## config.mk

```make
export PLATFORM = sky130hd
export DESIGN_NAME = uip_irq_ident
export DESIGN_NICKNAME = d
export VERILOG_FILES = /design/src/uip_pkg.sv /design/src/uip_thresh.sv /design/src/uip_prio.sv /design/src/uip_irq_ident.sv
export SDC_FILE = /design/constraint.sdc
export NUM_CORES = 1
export LEC_CHECK = 0
export ABC_CLOCK_PERIOD_IN_PS = 3050
export BUFFER_PORTS_ARGS = -buffer_cell sky130_fd_sc_hd__buf_4
export CAP_MARGIN = 40
export CORE_MARGIN = 1
export CORE_UTILIZATION = 45
export CTS_CLUSTER_DIAMETER = 60
export CTS_CLUSTER_SIZE = 24
export DETAILED_ROUTE_END_ITERATION = 12
export PLACE_DENSITY = 0.68
export RECOVER_POWER = 25
export SYNTH_ARGS = -nofsm -noshare
export SYNTH_HDL_FRONTEND = slang
export SYNTH_SLANG_ARGS = --single-unit
```

## constraint.sdc

```tcl
create_clock -name mclk -period 3.05 [get_ports mclk]
set_clock_uncertainty 0.15 [all_clocks]
set_input_delay 0.4575 -clock mclk [delete_from_list [all_inputs] [get_ports mclk]]
set_output_delay 0.4575 -clock mclk [all_outputs]
set_load 0.05 [all_outputs]
```

## src/uip_pkg.sv

```systemverilog
/*
 * uip_pkg: offsets, field positions, trigger levels and interrupt
 * identification codes for the uart interrupt identification block.
 * Assumes an 8-bit register port with 3-bit addresses.
 */
package uip_pkg;

   // register offsets
   localparam logic [2:0] UIP_ADDR_IDENT = 3'h2;  // read: identification
   localparam logic [2:0] UIP_ADDR_FTC   = 3'h2;  // write: threshold control
   localparam logic [2:0] UIP_ADDR_EFR   = 3'h3;  // enhanced function control
   localparam logic [2:0] UIP_ADDR_EVT   = 3'h4;  // sticky events, w1c
   localparam logic [2:0] UIP_ADDR_MASK  = 3'h5;  // event mask

   // threshold control and enhanced function fields
   localparam int UIP_FTC_EN     = 0;
   localparam int UIP_FTC_TX_LO  = 4;
   localparam int UIP_FTC_RX_LO  = 6;
   localparam int UIP_EFR_ENH    = 4;

   // reset values
   localparam logic [7:0] UIP_FTC_RST   = 8'h00;
   localparam logic [7:0] UIP_EFR_RST   = 8'h00;
   localparam logic [6:0] UIP_MASK_RST  = 7'h00;
   localparam logic [7:0] UIP_IDENT_RST = 8'h01;

   // source indices, highest priority first
   localparam int UIP_NSRC     = 7;
   localparam int UIP_SRC_LS   = 0;
   localparam int UIP_SRC_RDA  = 1;
   localparam int UIP_SRC_TOUT = 2;
   localparam int UIP_SRC_THRE = 3;
   localparam int UIP_SRC_MSR  = 4;
   localparam int UIP_SRC_XOFF = 5;
   localparam int UIP_SRC_FLOW = 6;

   // identification codes, bits 5:0, and fifo bits 7:6
   localparam logic [5:0] UIP_CODE_NONE = 6'h01;
   localparam logic [5:0] UIP_CODE_LS   = 6'h06;
   localparam logic [5:0] UIP_CODE_RDA  = 6'h04;
   localparam logic [5:0] UIP_CODE_TOUT = 6'h0C;
   localparam logic [5:0] UIP_CODE_THRE = 6'h02;
   localparam logic [5:0] UIP_CODE_MSR  = 6'h00;
   localparam logic [5:0] UIP_CODE_XOFF = 6'h10;
   localparam logic [5:0] UIP_CODE_FLOW = 6'h20;
   localparam logic [1:0] UIP_FIFO_ON   = 2'h3;
   localparam logic [1:0] UIP_FIFO_OFF  = 2'h0;

   // trigger levels in characters
   localparam logic [6:0] UIP_RX_LVL0 = 7'h08;
   localparam logic [6:0] UIP_RX_LVL1 = 7'h10;
   localparam logic [6:0] UIP_RX_LVL2 = 7'h38;
   localparam logic [6:0] UIP_RX_LVL3 = 7'h3C;
   localparam logic [6:0] UIP_TX_LVL0 = 7'h08;
   localparam logic [6:0] UIP_TX_LVL1 = 7'h10;
   localparam logic [6:0] UIP_TX_LVL2 = 7'h20;
   localparam logic [6:0] UIP_TX_LVL3 = 7'h38;

endpackage

```

## src/uip_thresh.sv

```systemverilog
/*
 * uip_thresh: compares a fifo fill count with a trigger level and gives
 * level and one-cycle edge indications.
 * Assumes count and level are synchronous to mclk.
 */
`timescale 1ns/1ps
module uip_thresh
   import uip_pkg::*;
(
   input  wire logic       mclk,
   input  wire logic       srst,
   input  wire logic [6:0] count,
   input  wire logic [6:0] level,
   output logic            at_level,
   output logic            below,
   output logic            reach_pulse,
   output logic            below_pulse
);
   logic at_q;
   logic below_q;

   assign at_level    = (count == level);
   assign below       = (count < level);
   assign reach_pulse = at_level & ~at_q;
   assign below_pulse = below & ~below_q;

   // previous comparison results for edge detection
   always_ff @(posedge mclk) begin
      if (srst) begin
         at_q    <= 1'b0;
         below_q <= 1'b0;
      end else begin
         at_q    <= at_level;
         below_q <= below;
      end
   end
endmodule

```

## src/uip_prio.sv

```systemverilog
/*
 * uip_prio: picks the highest-priority pending source and gives its
 * index and whether any source is pending.
 * Assumes bit 0 of the pending vector is the highest priority.
 */
`timescale 1ns/1ps
module uip_prio
   import uip_pkg::*;
(
   input  wire logic [6:0] pend,
   output logic            any,
   output logic [2:0]      idx
);
   always_comb begin
      any = 1'b0;
      idx = 3'h0;
      for (int i = UIP_NSRC - 1; i >= 0; i--) begin
         if (pend[i]) begin
            any = 1'b1;
            idx = 3'(i);
         end
      end
   end
endmodule

```

## src/uip_irq_ident.sv

```systemverilog
/*
 * uip_irq_ident: interrupt identification, trigger thresholds and event
 * interrupt for one uart channel.
 * Assumes source conditions come from the receive, transmit, modem and
 * flow-control logic, synchronous to mclk; pulses are one cycle long.
 */
`timescale 1ns/1ps
module uip_irq_ident
   import uip_pkg::*;
(
   input  wire logic       mclk,
   input  wire logic       srst,
   input  wire logic [2:0] reg_addr,
   input  wire logic [7:0] reg_wdata,
   input  wire logic       reg_wr,
   input  wire logic       reg_rd,
   output logic [7:0]      reg_rdata,
   input  wire logic       line_status_evt,
   input  wire logic [6:0] rx_count,
   input  wire logic       rx_timeout_evt,
   input  wire logic [6:0] tx_count,
   input  wire logic       modem_change_evt,
   input  wire logic       xoff_match_evt,
   input  wire logic       xon_match_evt,
   input  wire logic       flow_change_evt,
   output logic            fifo_enable,
   output logic [6:0]      rx_trigger_level,
   output logic [6:0]      tx_trigger_level,
   output logic            irq
);
   logic [7:0] ftc_q;
   logic [7:0] efr_q;
   logic [6:0] pend_q;
   logic [6:0] pend_v;
   logic [6:0] set_v;
   logic [6:0] clr_v;
   logic [2:0] cur_q;
   logic       cur_v_q;
   logic       sel_any;
   logic [2:0] sel_idx;
   logic       hold;
   logic [2:0] rep_idx;
   logic       rep_v;
   logic [5:0] rep_code;
   logic [7:0] ident;
   logic [6:0] evt_q;
   logic [6:0] mask_q;
   logic [7:0] rdata_d;
   logic       enh;
   logic       rx_at;
   logic       rx_below;
   logic       rx_reach;
   logic       tx_below_p;
   logic       id_rd;

   assign enh         = efr_q[UIP_EFR_ENH];
   assign fifo_enable = ftc_q[UIP_FTC_EN];
   assign id_rd       = reg_rd & (reg_addr == UIP_ADDR_IDENT);

   // threshold control and enhanced function registers
   always_ff @(posedge mclk) begin
      if (srst) begin
         ftc_q <= UIP_FTC_RST;
      end else if (reg_wr && reg_addr == UIP_ADDR_FTC) begin
         if (reg_wdata[UIP_FTC_EN]) begin
            ftc_q <= reg_wdata;
         end else begin
            ftc_q[UIP_FTC_EN] <= 1'b0;
         end
      end
   end

   always_ff @(posedge mclk) begin
      if (srst) begin
         efr_q <= UIP_EFR_RST;
      end else if (reg_wr && reg_addr == UIP_ADDR_EFR) begin
         efr_q <= reg_wdata;
      end
   end

   // trigger level selection
   always_comb begin
      unique case (ftc_q[UIP_FTC_RX_LO +: 2])
         2'h0: rx_trigger_level = UIP_RX_LVL0;
         2'h1: rx_trigger_level = UIP_RX_LVL1;
         2'h2: rx_trigger_level = UIP_RX_LVL2;
         2'h3: rx_trigger_level = UIP_RX_LVL3;
      endcase
      unique case (ftc_q[UIP_FTC_TX_LO +: 2])
         2'h0: tx_trigger_level = UIP_TX_LVL0;
         2'h1: tx_trigger_level = UIP_TX_LVL1;
         2'h2: tx_trigger_level = UIP_TX_LVL2;
         2'h3: tx_trigger_level = UIP_TX_LVL3;
      endcase
   end

   uip_thresh u_rx_thresh (
      .mclk        (mclk),
      .srst        (srst),
      .count       (rx_count),
      .level       (rx_trigger_level),
      .at_level    (rx_at),
      .below       (rx_below),
      .reach_pulse (rx_reach),
      .below_pulse ()
   );

   uip_thresh u_tx_thresh (
      .mclk        (mclk),
      .srst        (srst),
      .count       (tx_count),
      .level       (tx_trigger_level),
      .at_level    (),
      .below       (),
      .reach_pulse (),
      .below_pulse (tx_below_p)
   );

   // source set and clear terms
   always_comb begin
      set_v               = '0;
      clr_v               = '0;
      set_v[UIP_SRC_LS]   = line_status_evt;
      set_v[UIP_SRC_RDA]  = rx_reach;
      set_v[UIP_SRC_TOUT] = rx_timeout_evt;
      set_v[UIP_SRC_THRE] = tx_below_p;
      set_v[UIP_SRC_MSR]  = modem_change_evt;
      set_v[UIP_SRC_XOFF] = xoff_match_evt & enh;
      set_v[UIP_SRC_FLOW] = flow_change_evt & enh;
      clr_v[UIP_SRC_RDA]  = rx_below;
      clr_v[UIP_SRC_XOFF] = xon_match_evt | ~enh;
      clr_v[UIP_SRC_FLOW] = ~enh;
      if (id_rd && rep_v && rep_idx != 3'(UIP_SRC_XOFF)) begin
         clr_v[rep_idx] = 1'b1;
      end
   end

   // pending flags, set wins over clear
   always_ff @(posedge mclk) begin
      if (srst) begin
         pend_q <= '0;
      end else begin
         pend_q <= (pend_q & ~clr_v) | set_v;
      end
   end

   // xoff and flow sources hidden while enhanced functions are off
   always_comb begin
      pend_v               = pend_q;
      pend_v[UIP_SRC_XOFF] = pend_q[UIP_SRC_XOFF] & enh;
      pend_v[UIP_SRC_FLOW] = pend_q[UIP_SRC_FLOW] & enh;
   end

   uip_prio u_prio (
      .pend (pend_v),
      .any  (sel_any),
      .idx  (sel_idx)
   );

   // reported source held while still pending
   assign hold    = cur_v_q & pend_v[cur_q];
   assign rep_idx = hold ? cur_q : sel_idx;
   assign rep_v   = hold | sel_any;

   always_ff @(posedge mclk) begin
      if (srst) begin
         cur_q   <= 3'h0;
         cur_v_q <= 1'b0;
      end else begin
         cur_q   <= rep_idx;
         cur_v_q <= rep_v;
      end
   end

   // identification code
   always_comb begin
      rep_code = UIP_CODE_NONE;
      if (rep_v) begin
         unique case (rep_idx)
            3'h0:    rep_code = UIP_CODE_LS;
            3'h1:    rep_code = UIP_CODE_RDA;
            3'h2:    rep_code = UIP_CODE_TOUT;
            3'h3:    rep_code = UIP_CODE_THRE;
            3'h4:    rep_code = UIP_CODE_MSR;
            3'h5:    rep_code = UIP_CODE_XOFF;
            3'h6:    rep_code = UIP_CODE_FLOW;
            default: rep_code = UIP_CODE_NONE;
         endcase
      end
   end

   assign ident = {(fifo_enable ? UIP_FIFO_ON : UIP_FIFO_OFF), rep_code};

   // sticky event status and mask
   always_ff @(posedge mclk) begin
      if (srst) begin
         evt_q <= '0;
      end else begin
         if (reg_wr && reg_addr == UIP_ADDR_EVT) begin
            evt_q <= (evt_q & ~reg_wdata[6:0]) | set_v;
         end else begin
            evt_q <= evt_q | set_v;
         end
      end
   end

   always_ff @(posedge mclk) begin
      if (srst) begin
         mask_q <= UIP_MASK_RST;
      end else if (reg_wr && reg_addr == UIP_ADDR_MASK) begin
         mask_q <= reg_wdata[6:0];
      end
   end

   assign irq = |(evt_q & mask_q);

   // read data, one cycle after the strobe
   always_comb begin
      unique case (reg_addr)
         UIP_ADDR_IDENT: rdata_d = ident;
         UIP_ADDR_EFR:   rdata_d = efr_q;
         UIP_ADDR_EVT:   rdata_d = {1'b0, evt_q};
         UIP_ADDR_MASK:  rdata_d = {1'b0, mask_q};
         default:        rdata_d = 8'h00;
      endcase
   end

   always_ff @(posedge mclk) begin
      if (srst) begin
         reg_rdata <= 8'h00;
      end else if (reg_rd) begin
         reg_rdata <= rdata_d;
      end
   end
endmodule

```

### Yosys cells after proc, flatten, opt, wreduce, memory -nomap -nowiden

Index checks and enable logic that the tools add are counted.

* multiplexer cells: 28
* reductions and logical operators: 12
* magnitude comparators: 5
* eq/ne operators: 18
* bitwise logic cells: 22

Operators with widths (count)
* 7-bit one-hot mux with 4 select lines: 2
* 6-bit one-hot mux with 7 select lines: 1
* 8-bit one-hot mux with 4 select lines: 1
* 7-bit OR: 4
* 3-bit 2-to-1 mux: 8
* 7-bit bitwise AND: 3
* 3-bit == test (second input constant): 5
* 7-bit less-than comparator: 2
* 7-bit 2-to-1 mux: 2
* 7-bit inverter: 2
* 3-bit by 2-bit == test with 1-bit output (second input constant): 4
* 1-bit 2-to-1 mux: 10
* 1-bit bitwise AND: 8
* 2-bit == test (second input constant): 4
* 3-bit by 4-bit less-than comparator with 1-bit output (second input constant): 2
* 7-bit == test: 1
* 1-bit logical AND: 7
* 7-bit OR reduction: 1
* 6-bit 2-to-1 mux: 1
* 2-bit by 1-bit == test with 1-bit output (second input constant): 2
* 2-bit logical NOT: 2
* 1-bit binary-select mux with 3-bit select: 1
* 1-bit demux with 3-bit select: 1
* 3-bit by 1-bit == test with 1-bit output (second input constant): 1
* 7 further kinds: 10

* bits in registers: 51

### Logic depth before layout (Yosys ltp)

Gate-level depths: netlist (run 1).

* depth in word-level cells: 18
* depth in mapped cells: 9
* gate-level depth less buffers: 9

### Cells and area by module

Synthesis (run 1) repeated with hierarchy kept, for this count alone.

* cell total of the unflattened synthesis: 368
* area total of the unflattened synthesis: 2919.0 sq um

By module, submodules not included
* uip_irq_ident: instances 1, cells each 293, area each 2372.3 sq um, sequential area each 920.9 sq um
* uip_thresh: instances 2, cells each 32, area each 240.2 sq um, sequential area each 40.0 sq um
* uip_prio: instances 1, cells each 11, area each 66.3 sq um, sequential area each 0.0 sq um

### Worst setup path after synthesis (run 1)

OpenSTA, ideal clock, no wires.

* kind: register to register
* from: register ftc_q[7]
* to: register pend_q[1]
* arrival time: 1.880 ns
* setup time: 0.124 ns
* stages on the path, launching flop included: 10
* required time: 2.776 ns
* setup slack: 0.896 ns
* period minus slack after synthesis: 2.154 ns
* cells stage by stage: dfxtp_1 > inv_1 > nand2_1 > inv_1 > ha_1 > nor2b_1 > o21a_1 > o21a_1 > o311ai_0 > o2bb2ai_1

* cells in the longest elaborated chain, start to end: 8

Ends and longest elaborated chain
* start, declared: line uip_irq_ident.sv:31 `logic [7:0] ftc_q;`
* start signal, assigned: line uip_irq_ident.sv:66 `ftc_q <= reg_wdata;`
* 2-bit == test (tied with other cells): line uip_irq_ident.sv:83 `unique case (ftc_q[UIP_FTC_RX_LO +: 2])`
* 7-bit one-hot mux with 4 select lines *: line uip_irq_ident.sv:83
* via rx_trigger_level[3]: line uip_irq_ident.sv:27 `output logic [6:0] rx_trigger_level,`
* 7-bit less-than comparator: line uip_thresh.sv:23 `assign below = (count < level);`
* 7-bit OR (no line)
* 7-bit 2-to-1 mux: line uip_irq_ident.sv:133 `if (id_rd && rep_v && rep_idx != 3'(UIP_SRC_XOFF)) begin`
* 7-bit inverter: line uip_irq_ident.sv:143 `pend_q <= (pend_q & ~clr_v) | set_v;`
* 7-bit bitwise AND: line uip_irq_ident.sv:143
* 7-bit OR *: line uip_irq_ident.sv:143
* end signal, assigned: line uip_irq_ident.sv:143
* end, declared: line uip_irq_ident.sv:33 `logic [6:0] pend_q;`

The timed path passes the listed nets; every way through them passes the cells marked *. The select of a mux whose other input is x is not followed.
A chain may end at the register's enable or synchronous reset.

### Worst setup path in the final report (run 1)

* from: register cur_q[0]
* to: register pend_q[3]

* cells in the longest elaborated chain, start to end: 13

Ends and longest elaborated chain
* start, declared: line uip_irq_ident.sv:37 `logic [2:0] cur_q;`
* start signal, assigned: line uip_irq_ident.sv:170 `cur_q <= rep_idx;`
* 1-bit binary-select mux with 3-bit select: line uip_irq_ident.sv:161 `assign hold = cur_v_q & pend_v[cur_q];`
* 1-bit 2-to-1 mux (implied by the code): line uip_irq_ident.sv:161
* 1-bit bitwise AND: line uip_irq_ident.sv:161
* 3-bit 2-to-1 mux: line uip_irq_ident.sv:162 `assign rep_idx = hold ? cur_q : sel_idx;`
* 3-bit by 4-bit less-than comparator with 1-bit output (implied by the code) or 3-bit by 1-bit greater-or-equal comparator with 1-bit output (tied branches): line uip_irq_ident.sv:134 `clr_v[rep_idx] = 1'b1;`
* 1-bit logical AND (implied by the code): line uip_irq_ident.sv:134
* 1-bit 2-to-1 mux (implied by the code): line uip_irq_ident.sv:134
* 1-bit demux with 3-bit select: line uip_irq_ident.sv:134
* 7-bit OR (no line)
* 7-bit 2-to-1 mux *: line uip_irq_ident.sv:133
* 7-bit inverter *: line uip_irq_ident.sv:143
* 7-bit bitwise AND *: line uip_irq_ident.sv:143
* 7-bit OR *: line uip_irq_ident.sv:143

Every way passes the cells marked *; elsewhere a longest branch is shown, timed or not. The select of a mux whose other input is x is not followed.

==> metrics.md, run 1 <==
| Metric | Value |
|---|---|
| Detailed Routing Iterations Pass 1 | 4 |
| Arrival @ worst endpoint | 2.43 ns |
| Syn-to-layout area delta | 14.6% |
| Nets@finish | 400 |
| Drt via density | 5.62 |
| Synth top area share | 36.4% |
| Remaining antenna violation count after routing | 0 |
| Mux cell area share after synthesis | 7.77% |
| CTS tree | built |
| Placed Cells | 420 |
| I/O pin count | 59 |
| Asr flop ratio synth | 0% |
| Maximum level of the CTS H-tree | 2 |
| Area leader, netlist | dfxtp_1 |
| Footprint of the multi-input gates | 0.00152 mm2 |
| Max IR drop VDD | 271 uV |
| Share of post-route cells with drive strength above 1 | 17.4% |
| Vias in the first global route | 2204 |
| Max_cap viols | 0 |
| CP max stage cell | mux4_2 |
| Synth warn | 0 |
| Worst Hold Class | in2reg |
| Full die area | 0.00618 mm2 |
| Crit Path Max Fanout | 9 |
| CP bufs+invs | 0 |
| Avg WL per Cell | 14.8 um |
| Pin count of the biggest net entering global routing | 42 |
| Latest clock arrival within the worst-skew pair | 0.30 ns |
| Crit end category | flop |
| Netlist cell types | 59 |
| Sequential cell area | 961 um2 |
| Ant diodes | 0 |
| Post-synthesis instance area | 0.00264 mm2 |
| Adder-Cell Fraction of Synth Area | 4.73% |
| Die width | 78.6 um |
| FF-to-FF path depth | 5 |
| Finished Layout Cells | 428 |
| CP top delay family | simple AND/OR/NAND/NOR gates |
| Worst-case clock buffer depth | 2 |
| Mean post-synth cell area | 8.42 um2 |
| Seq/Total Area, Yosys | 36.4% |
| CP cell instances | mux4_2, and2_4, or4_4, a31oi_1, o22ai_1 |
| Pleak | 1.29 nW |
| Vias | 2404 |
| First-pass GRT wire length | 10600 um |
| Simple-gate share of the synthesized area | 24.0% |
| Compound-cell area share of the yosys netlist | 19.6% |
| Post-synth EDFFs | 0 |
| Final RePlAce weighted congestion | 0.872 |
| Startpoint class of the critical path | flop |
| Final worst-path cycle share | 78.9% |
| Area share of xor/xnor cells in the synthesized design | 0.331% |
| Port Buffers | 48 |
| Cell Pwr Density | 439 mW/mm2 |
| RSZ-0062 raised after global routing | false |
| Dominant cells by area after synthesis | dfxtp_1 36%, mux2i_1 6.1%, nor2_1 5.3% |
| Outcome | finished, final reports clean |
| WP data required | 3.07 ns |
| Rel. slew slack | 43.5% |
| CP max stage delay | 0.57 ns |
| Combinational family with the most area after synthesis | simple AND/OR/NAND/NOR gates |
| Setup TNS | 0 ns |
| Final HPWL DP | 4830 um |
| Post-CTS sizing | 0 |
| Post-detailed-routing wire length | 6350 um |
| Clk root buf | clkbuf_8 |
| Row count | 27 |
| Hold Crit Depth | 2 |
| Fin crit period | 2.40 ns |
| Setup Buffers After CTS | 0 |
| #FFs+latches synth | 48 |
| Clk sinks | 48 |
| DRC viols | 0 |
| Most common library cell in the layout ignoring fill and taps | dfxtp_1 |
| Post-cts hold buffer count | 0 |
| Core Area | 0.00557 mm2 |
| TritonCTS Buffers | 5 |
| Synth Instances | 314 |
| Initial DRC count | 203 |
| Tot Pwr | 1.33 mW |
| Die H | 78.6 um |
| Total track usage | 21.9% |
| Worst path depth | 5 |
| Commonest cells after routing, fill and taps aside | 48 x dfxtp_1, 37 x nor2_1, 37 x buf_4 |
| Clock Pin Slew Worst Setup and Hold Paths | 0.09 ns |
| Crit Path Class | reg2reg |
| GRT Residual Overflow | 0 |
| Top FF cell, synth | dfxtp_1 |
| Final setup viols | 0 |
| Antenna violations before repair | 0 |
| Max-slew violation count | 0 |
| Fill cells | 550 |
| Max Clk Rate | 416 MHz |
| Initial Util | 47.4% |
| Slew @ Worst Pin | 0.848 ns |
| Hold Vio Cnt, Final | 0 |
## per-stage QoR
stage	setup WS [ns]	utilization [%]	hold slack, ns	cell area [um2]
after floorplan	0.896	-	0.280	2670
after global placement	0.680	53.6	0.294	2990
after detailed placement	0.660	53.6	0.298	2990
after CTS	0.642	55.1	0.211	3070
after global routing	0.501	54.3	0.224	3030
final	0.645	54.3	0.216	3030
## power by group
group	switching, mW	internal (mW)
logic	0.158	0.106
clock network	0.217	0.164
registers	0.0299	0.655
total	0.405	0.925
## state kept, by name (all words and copies together), names as in the netlist
name and flops:
u_tx_thresh.below_q 1, ftc_q 5, mask_q 7, efr_q 8
evt_q 7, pend_q 7, cur_v_q 1, u_rx_thresh.at_q 1
reg_rdata 8, cur_q 3
## cell type report
cell class                 instances  share of cell area [%]
sequential                        48                    31.7
clock buffer                       7                    2.52
clock inverter                     1                   0.289
multi-input combinational        237                    50.1
tap                               72                    2.98
timing repair buffer              49                    10.7
inverter                          14                    1.74
## metal layers
metal | global-route usage (%) | part of all wire (%)
met5 | 0 | 0
met4 | 5.93 | 1.6
met3 | 5.35 | 8.6
met2 | 35.5 | 45
met1 | 28.9 | 44
## logic make-up after synthesis
| kind of cell | after synthesis |
|---|---|
| and+or+nand+nor | 123 |
| buffers and inverters | 35 |
| other | 1 |
| xor gates and xnor gates | 1 |
| AOI/OAI and AO/OA | 77 |
| DFF | 48 |
| adders and majority gates | 10 |
| muxes | 19 |
## worst paths after layout
check                            startpoint                         to  slack (ns)
hold reg to reg   reg_rdata[7]$_SDFFE_PP0P_  reg_rdata[7]$_SDFFE_PP0P_        0.31
setup / recovery        cur_q[0]$_SDFF_PP0_       pend_q[3]$_SDFF_PP0_        0.65
hold / removal               rx_timeout_evt       pend_q[2]$_SDFF_PP0_        0.22
setup reg to reg        cur_q[0]$_SDFF_PP0_       pend_q[3]$_SDFF_PP0_        0.65
## synth_stat cells (2+ instances only)
cell type	number
nor3_1	6
nand3_1	7
o22ai_1	2
mux2i_1	16
inv_1	14
nor2b_1	5
mux2_2	2
nor3b_1	2
buf_4	7
and4b_1	2
o2bb2ai_1	3
nand2_1	35
o21ai_0	12
and3_1	2
a221oi_1	6
nand4_1	2
o31ai_2	2
clkbuf_8	2
clkbuf_1	8
ha_1	10
a211o_1	2
and4bb_2	2
a31oi_1	5
nand4b_1	3
o21a_1	4
nand2b_1	2
a211oi_1	3
nor2_1	37
or2_2	2
and2_1	3
dfxtp_1	48
and2b_2	4
a22oi_1	5
nand3b_1	2
a21oi_1	23
(Power assumes the default switching activity.)
==> run 2: changes to the inputs <==
--- a/config.mk
+++ b/config.mk
@@ -5,7 +5,7 @@
 export SDC_FILE = /design/constraint.sdc
 export NUM_CORES = 1
 export LEC_CHECK = 0
-export ABC_CLOCK_PERIOD_IN_PS = 3050
+export ABC_CLOCK_PERIOD_IN_PS = 2300
 export BUFFER_PORTS_ARGS = -buffer_cell sky130_fd_sc_hd__buf_4
 export CAP_MARGIN = 40
 export CORE_MARGIN = 1
==> constraint.sdc (replaced) <==
create_clock -name mclk -period 2.3 [get_ports mclk]
set_clock_uncertainty 0.15 [all_clocks]
set_input_delay 0.345 -clock mclk [delete_from_list [all_inputs] [get_ports mclk]]
set_output_delay 0.345 -clock mclk [all_outputs]
set_load 0.05 [all_outputs]
==> run 2 against run 1 <==
Design area grew 4.5%. Cell count grew 3.0%. Critical path depth grew 1. Global-route usage grew 1.1 points. Clock-buffer cell count is the same. Critical endpoint unchanged. Largest power group unchanged. Highest routed layer unchanged.
==> metrics.md, run 2 (synthesis gave the netlist of run 1 again) <==
| Metric | Value |
|---|---|
| Crit end category | flop |
| Die width | 78.6 um (unchanged) |
| Hold slack final | 0.103 ns (-0.114 ns) |
| First-pass GRT wire length | 11100 um (+4.8%) |
| Antenna violations before repair | 0 (unchanged) |
| CP max stage delay | 0.54 ns (-0.03 ns) |
| Initial Util | 47.4% (unchanged) |
| Final worst-path cycle share | 95.7% (+17 points) |
| Latest clock arrival within the worst-skew pair | 0.30 ns (about the same) |
| Max Clk Rate | 454 MHz (+9.2%) |
| TritonCTS Buffers | 5 (unchanged) |
| CP max stage cell | or4_4 |
| Placed Cells | 433 (+3.1%) |
| Worst-case clock buffer depth | 2 (unchanged) |
| Max-slew violation count | 0 (unchanged) |
| CTS tree | built |
| Setup TNS | 0 ns (unchanged) |
| Worst Hold Class | in2reg |
| End of the worst register-to-register path | pend_q[3]$_SDFF_PP0_ |
| Port Buffers | 48 (unchanged) |
| Post-detailed-routing wire length | 6800 um (+7.0%) |
| Clock Pin Slew Worst Setup and Hold Paths | 0.09 ns (about the same) |
| Share of post-route cells with drive strength above 1 | 21.1% (+3.7 points) |
| Flop-to-flop setup slack | 0.1 ns (-0.55 ns) |
| Commonest cells after routing, fill and taps aside | 49 x buf_4, 46 x dfxtp_1, 37 x nor2_1 |
| Max_cap viols | 0 (unchanged) |
| Remaining antenna violation count after routing | 0 (unchanged) |
| Post-cts hold buffer count | 0 (unchanged) |
| Fill cells | 553 (+0.55%) |
| Syn-to-layout area delta | 19.8% |
| Hold Vio Cnt, Final | 0 (unchanged) |
| I/O pin count | 59 (unchanged) |
| Avg WL per Cell | 15.4 um (+3.9%) |
| CP bufs+invs | 1 (+1) |
| FF-to-FF path depth | 6 (+1) |
| WP data required | 2.33 ns (-0.74 ns) |
| GRT Residual Overflow | 0 (unchanged) |
| Final HPWL DP | 5220 um (+8.1%) |
| Initial DRC count | 170 (-16%) |
| Finished Layout Cells | 441 (+3.0%) |
| CP cell instances | buf_4, and4b_2, o31a_2, or4_4, a31oi_1, o22ai_1 |
| Reg2reg start | cur_q[0]$_SDFF_PP0_ |
| Final RePlAce weighted congestion | 0.838 (-3.9%) |
| Slew @ Worst Pin | 0.601 ns (-0.247 ns) |
| Cell Pwr Density | 623 mW/mm2 (+42%) |
| Detailed Routing Iterations Pass 1 | 5 (+1) |
| Arrival @ worst endpoint | 2.23 ns (-0.20 ns) |
| Crit Path Class | reg2reg |
| Core Area | 0.00557 mm2 (unchanged) |
| CP top delay family | simple AND/OR/NAND/NOR gates |
| Nets@finish | 413 (+3.3%) |
| Hold Crit Depth | 2 (unchanged) |
| Most common library cell in the layout ignoring fill and taps | buf_4 |
| Biggest registers after layout | efr_q (8), reg_rdata (8) |
| Drt via density | 5.67 (+0.97%) |
| Rel. slew slack | 60.1% (+17 points) |
| Max IR drop VDD | 354 uV (+31%) |
| Maximum level of the CTS H-tree | 2 (unchanged) |
| Hold EP | pend_q[2]$_SDFF_PP0_ |
| Pin count of the biggest net entering global routing | 31 (-26%) |
| Vias | 2501 (+4.0%) |
| DRC viols | 0 (unchanged) |
| Vias in the first global route | 2277 (+3.3%) |
| Outcome | finished, final reports clean |
| RSZ-0062 raised after global routing | false |
| Clk root buf | clkbuf_8 |
| Pleak | 1.38 nW (+6.6%) |
| Crit Path Max Fanout | 6 (-3) |
| Total track usage | 23.0% (+1.1 points) |
| Hold wc startpoint | rx_timeout_evt |
| Full die area | 0.00618 mm2 (unchanged) |
| Ant diodes | 0 (unchanged) |
| Fin crit period | 2.20 ns (-0.203 ns) |
| Startpoint class of the critical path | flop |
| Clk sinks | 48 (unchanged) |
| Die H | 78.6 um (unchanged) |
| Final setup viols | 0 (unchanged) |
| Row count | 27 (unchanged) |
==> run 2: routing by layer <==
metal  GRT usage [%]  share of wire, %  vias up
met5               0                 0        -
met4            5.93              0.82        0
met3            4.30               5.6        4
met2            37.0                46       97
met1            31.5                48     1185
li1                -                 -     1215
==> run 2: worst register-to-register path, stage by stage (launching register included) <==
cell	delay, ns
dfxtp_2	0.36
buf_4	0.15
and4b_2	0.24
o31a_2	0.30
or4_4	0.54
a31oi_1	0.23
o22ai_1	0.11
==> run 2: power breakdown <==
part | switching [mW] | internal (mW)
clock network | 0.293 | 0.384
registers | 0.0375 | 0.869
logic | 0.225 | 0.164
==> run 2: stage by stage <==
stage / util (%) / setup slack [ns] / area, um2 / power, mW
CTS: 57.6 / 0.0684 / 3210 / 2.00
global placement: 55.4 / 0.124 / 3090 / 1.31
global route: 56.8 / 0.0327 / 3170 / 2.05
finish: 56.8 / 0.0985 / 3170 / 1.97
detailed placement: 55.4 / 0.0939 / 3090 / 1.32
floorplan: - / 0.146 / 2670 / 1.18
==> run 2: final cells by class <==
cell class / instances / area, um2 / share of cell area [%]
clock buffer: 7 / 96.3 / 3.04
clock inverter: 1 / 30.0 / 0.949
multi-input combinational: 237 / 1520 / 47.9
timing repair buffer: 62 / 417 / 13.2
tap: 72 / 90.1 / 2.85
sequential: 48 / 963 / 30.4
inverter: 14 / 52.6 / 1.66
==> run 2: worst max path at each step <==
| stage | depth (start not counted) | start | to |
|---|---|---|---|
| floorplan | 9 | ftc_q[7]$_SDFFE_PP0P_ | pend_q[1]$_SDFF_PP0_ |
| global placement | 5 | cur_q[0]$_SDFF_PP0_ | pend_q[3]$_SDFF_PP0_ |
| detailed placement | 5 | cur_q[0]$_SDFF_PP0_ | pend_q[3]$_SDFF_PP0_ |
| CTS | 5 | cur_q[0]$_SDFF_PP0_ | pend_q[3]$_SDFF_PP0_ |
| global route | 6 | cur_q[0]$_SDFF_PP0_ | pend_q[3]$_SDFF_PP0_ |
| finish | 6 | cur_q[0]$_SDFF_PP0_ | pend_q[3]$_SDFF_PP0_ |
==> run 2: what timing repair did <==
item | 4_1_cts | 5_1_grt
resized for setup | 0 | 2
buffers inserted | 0 | 0
setup endpoints to repair | 0 | 1
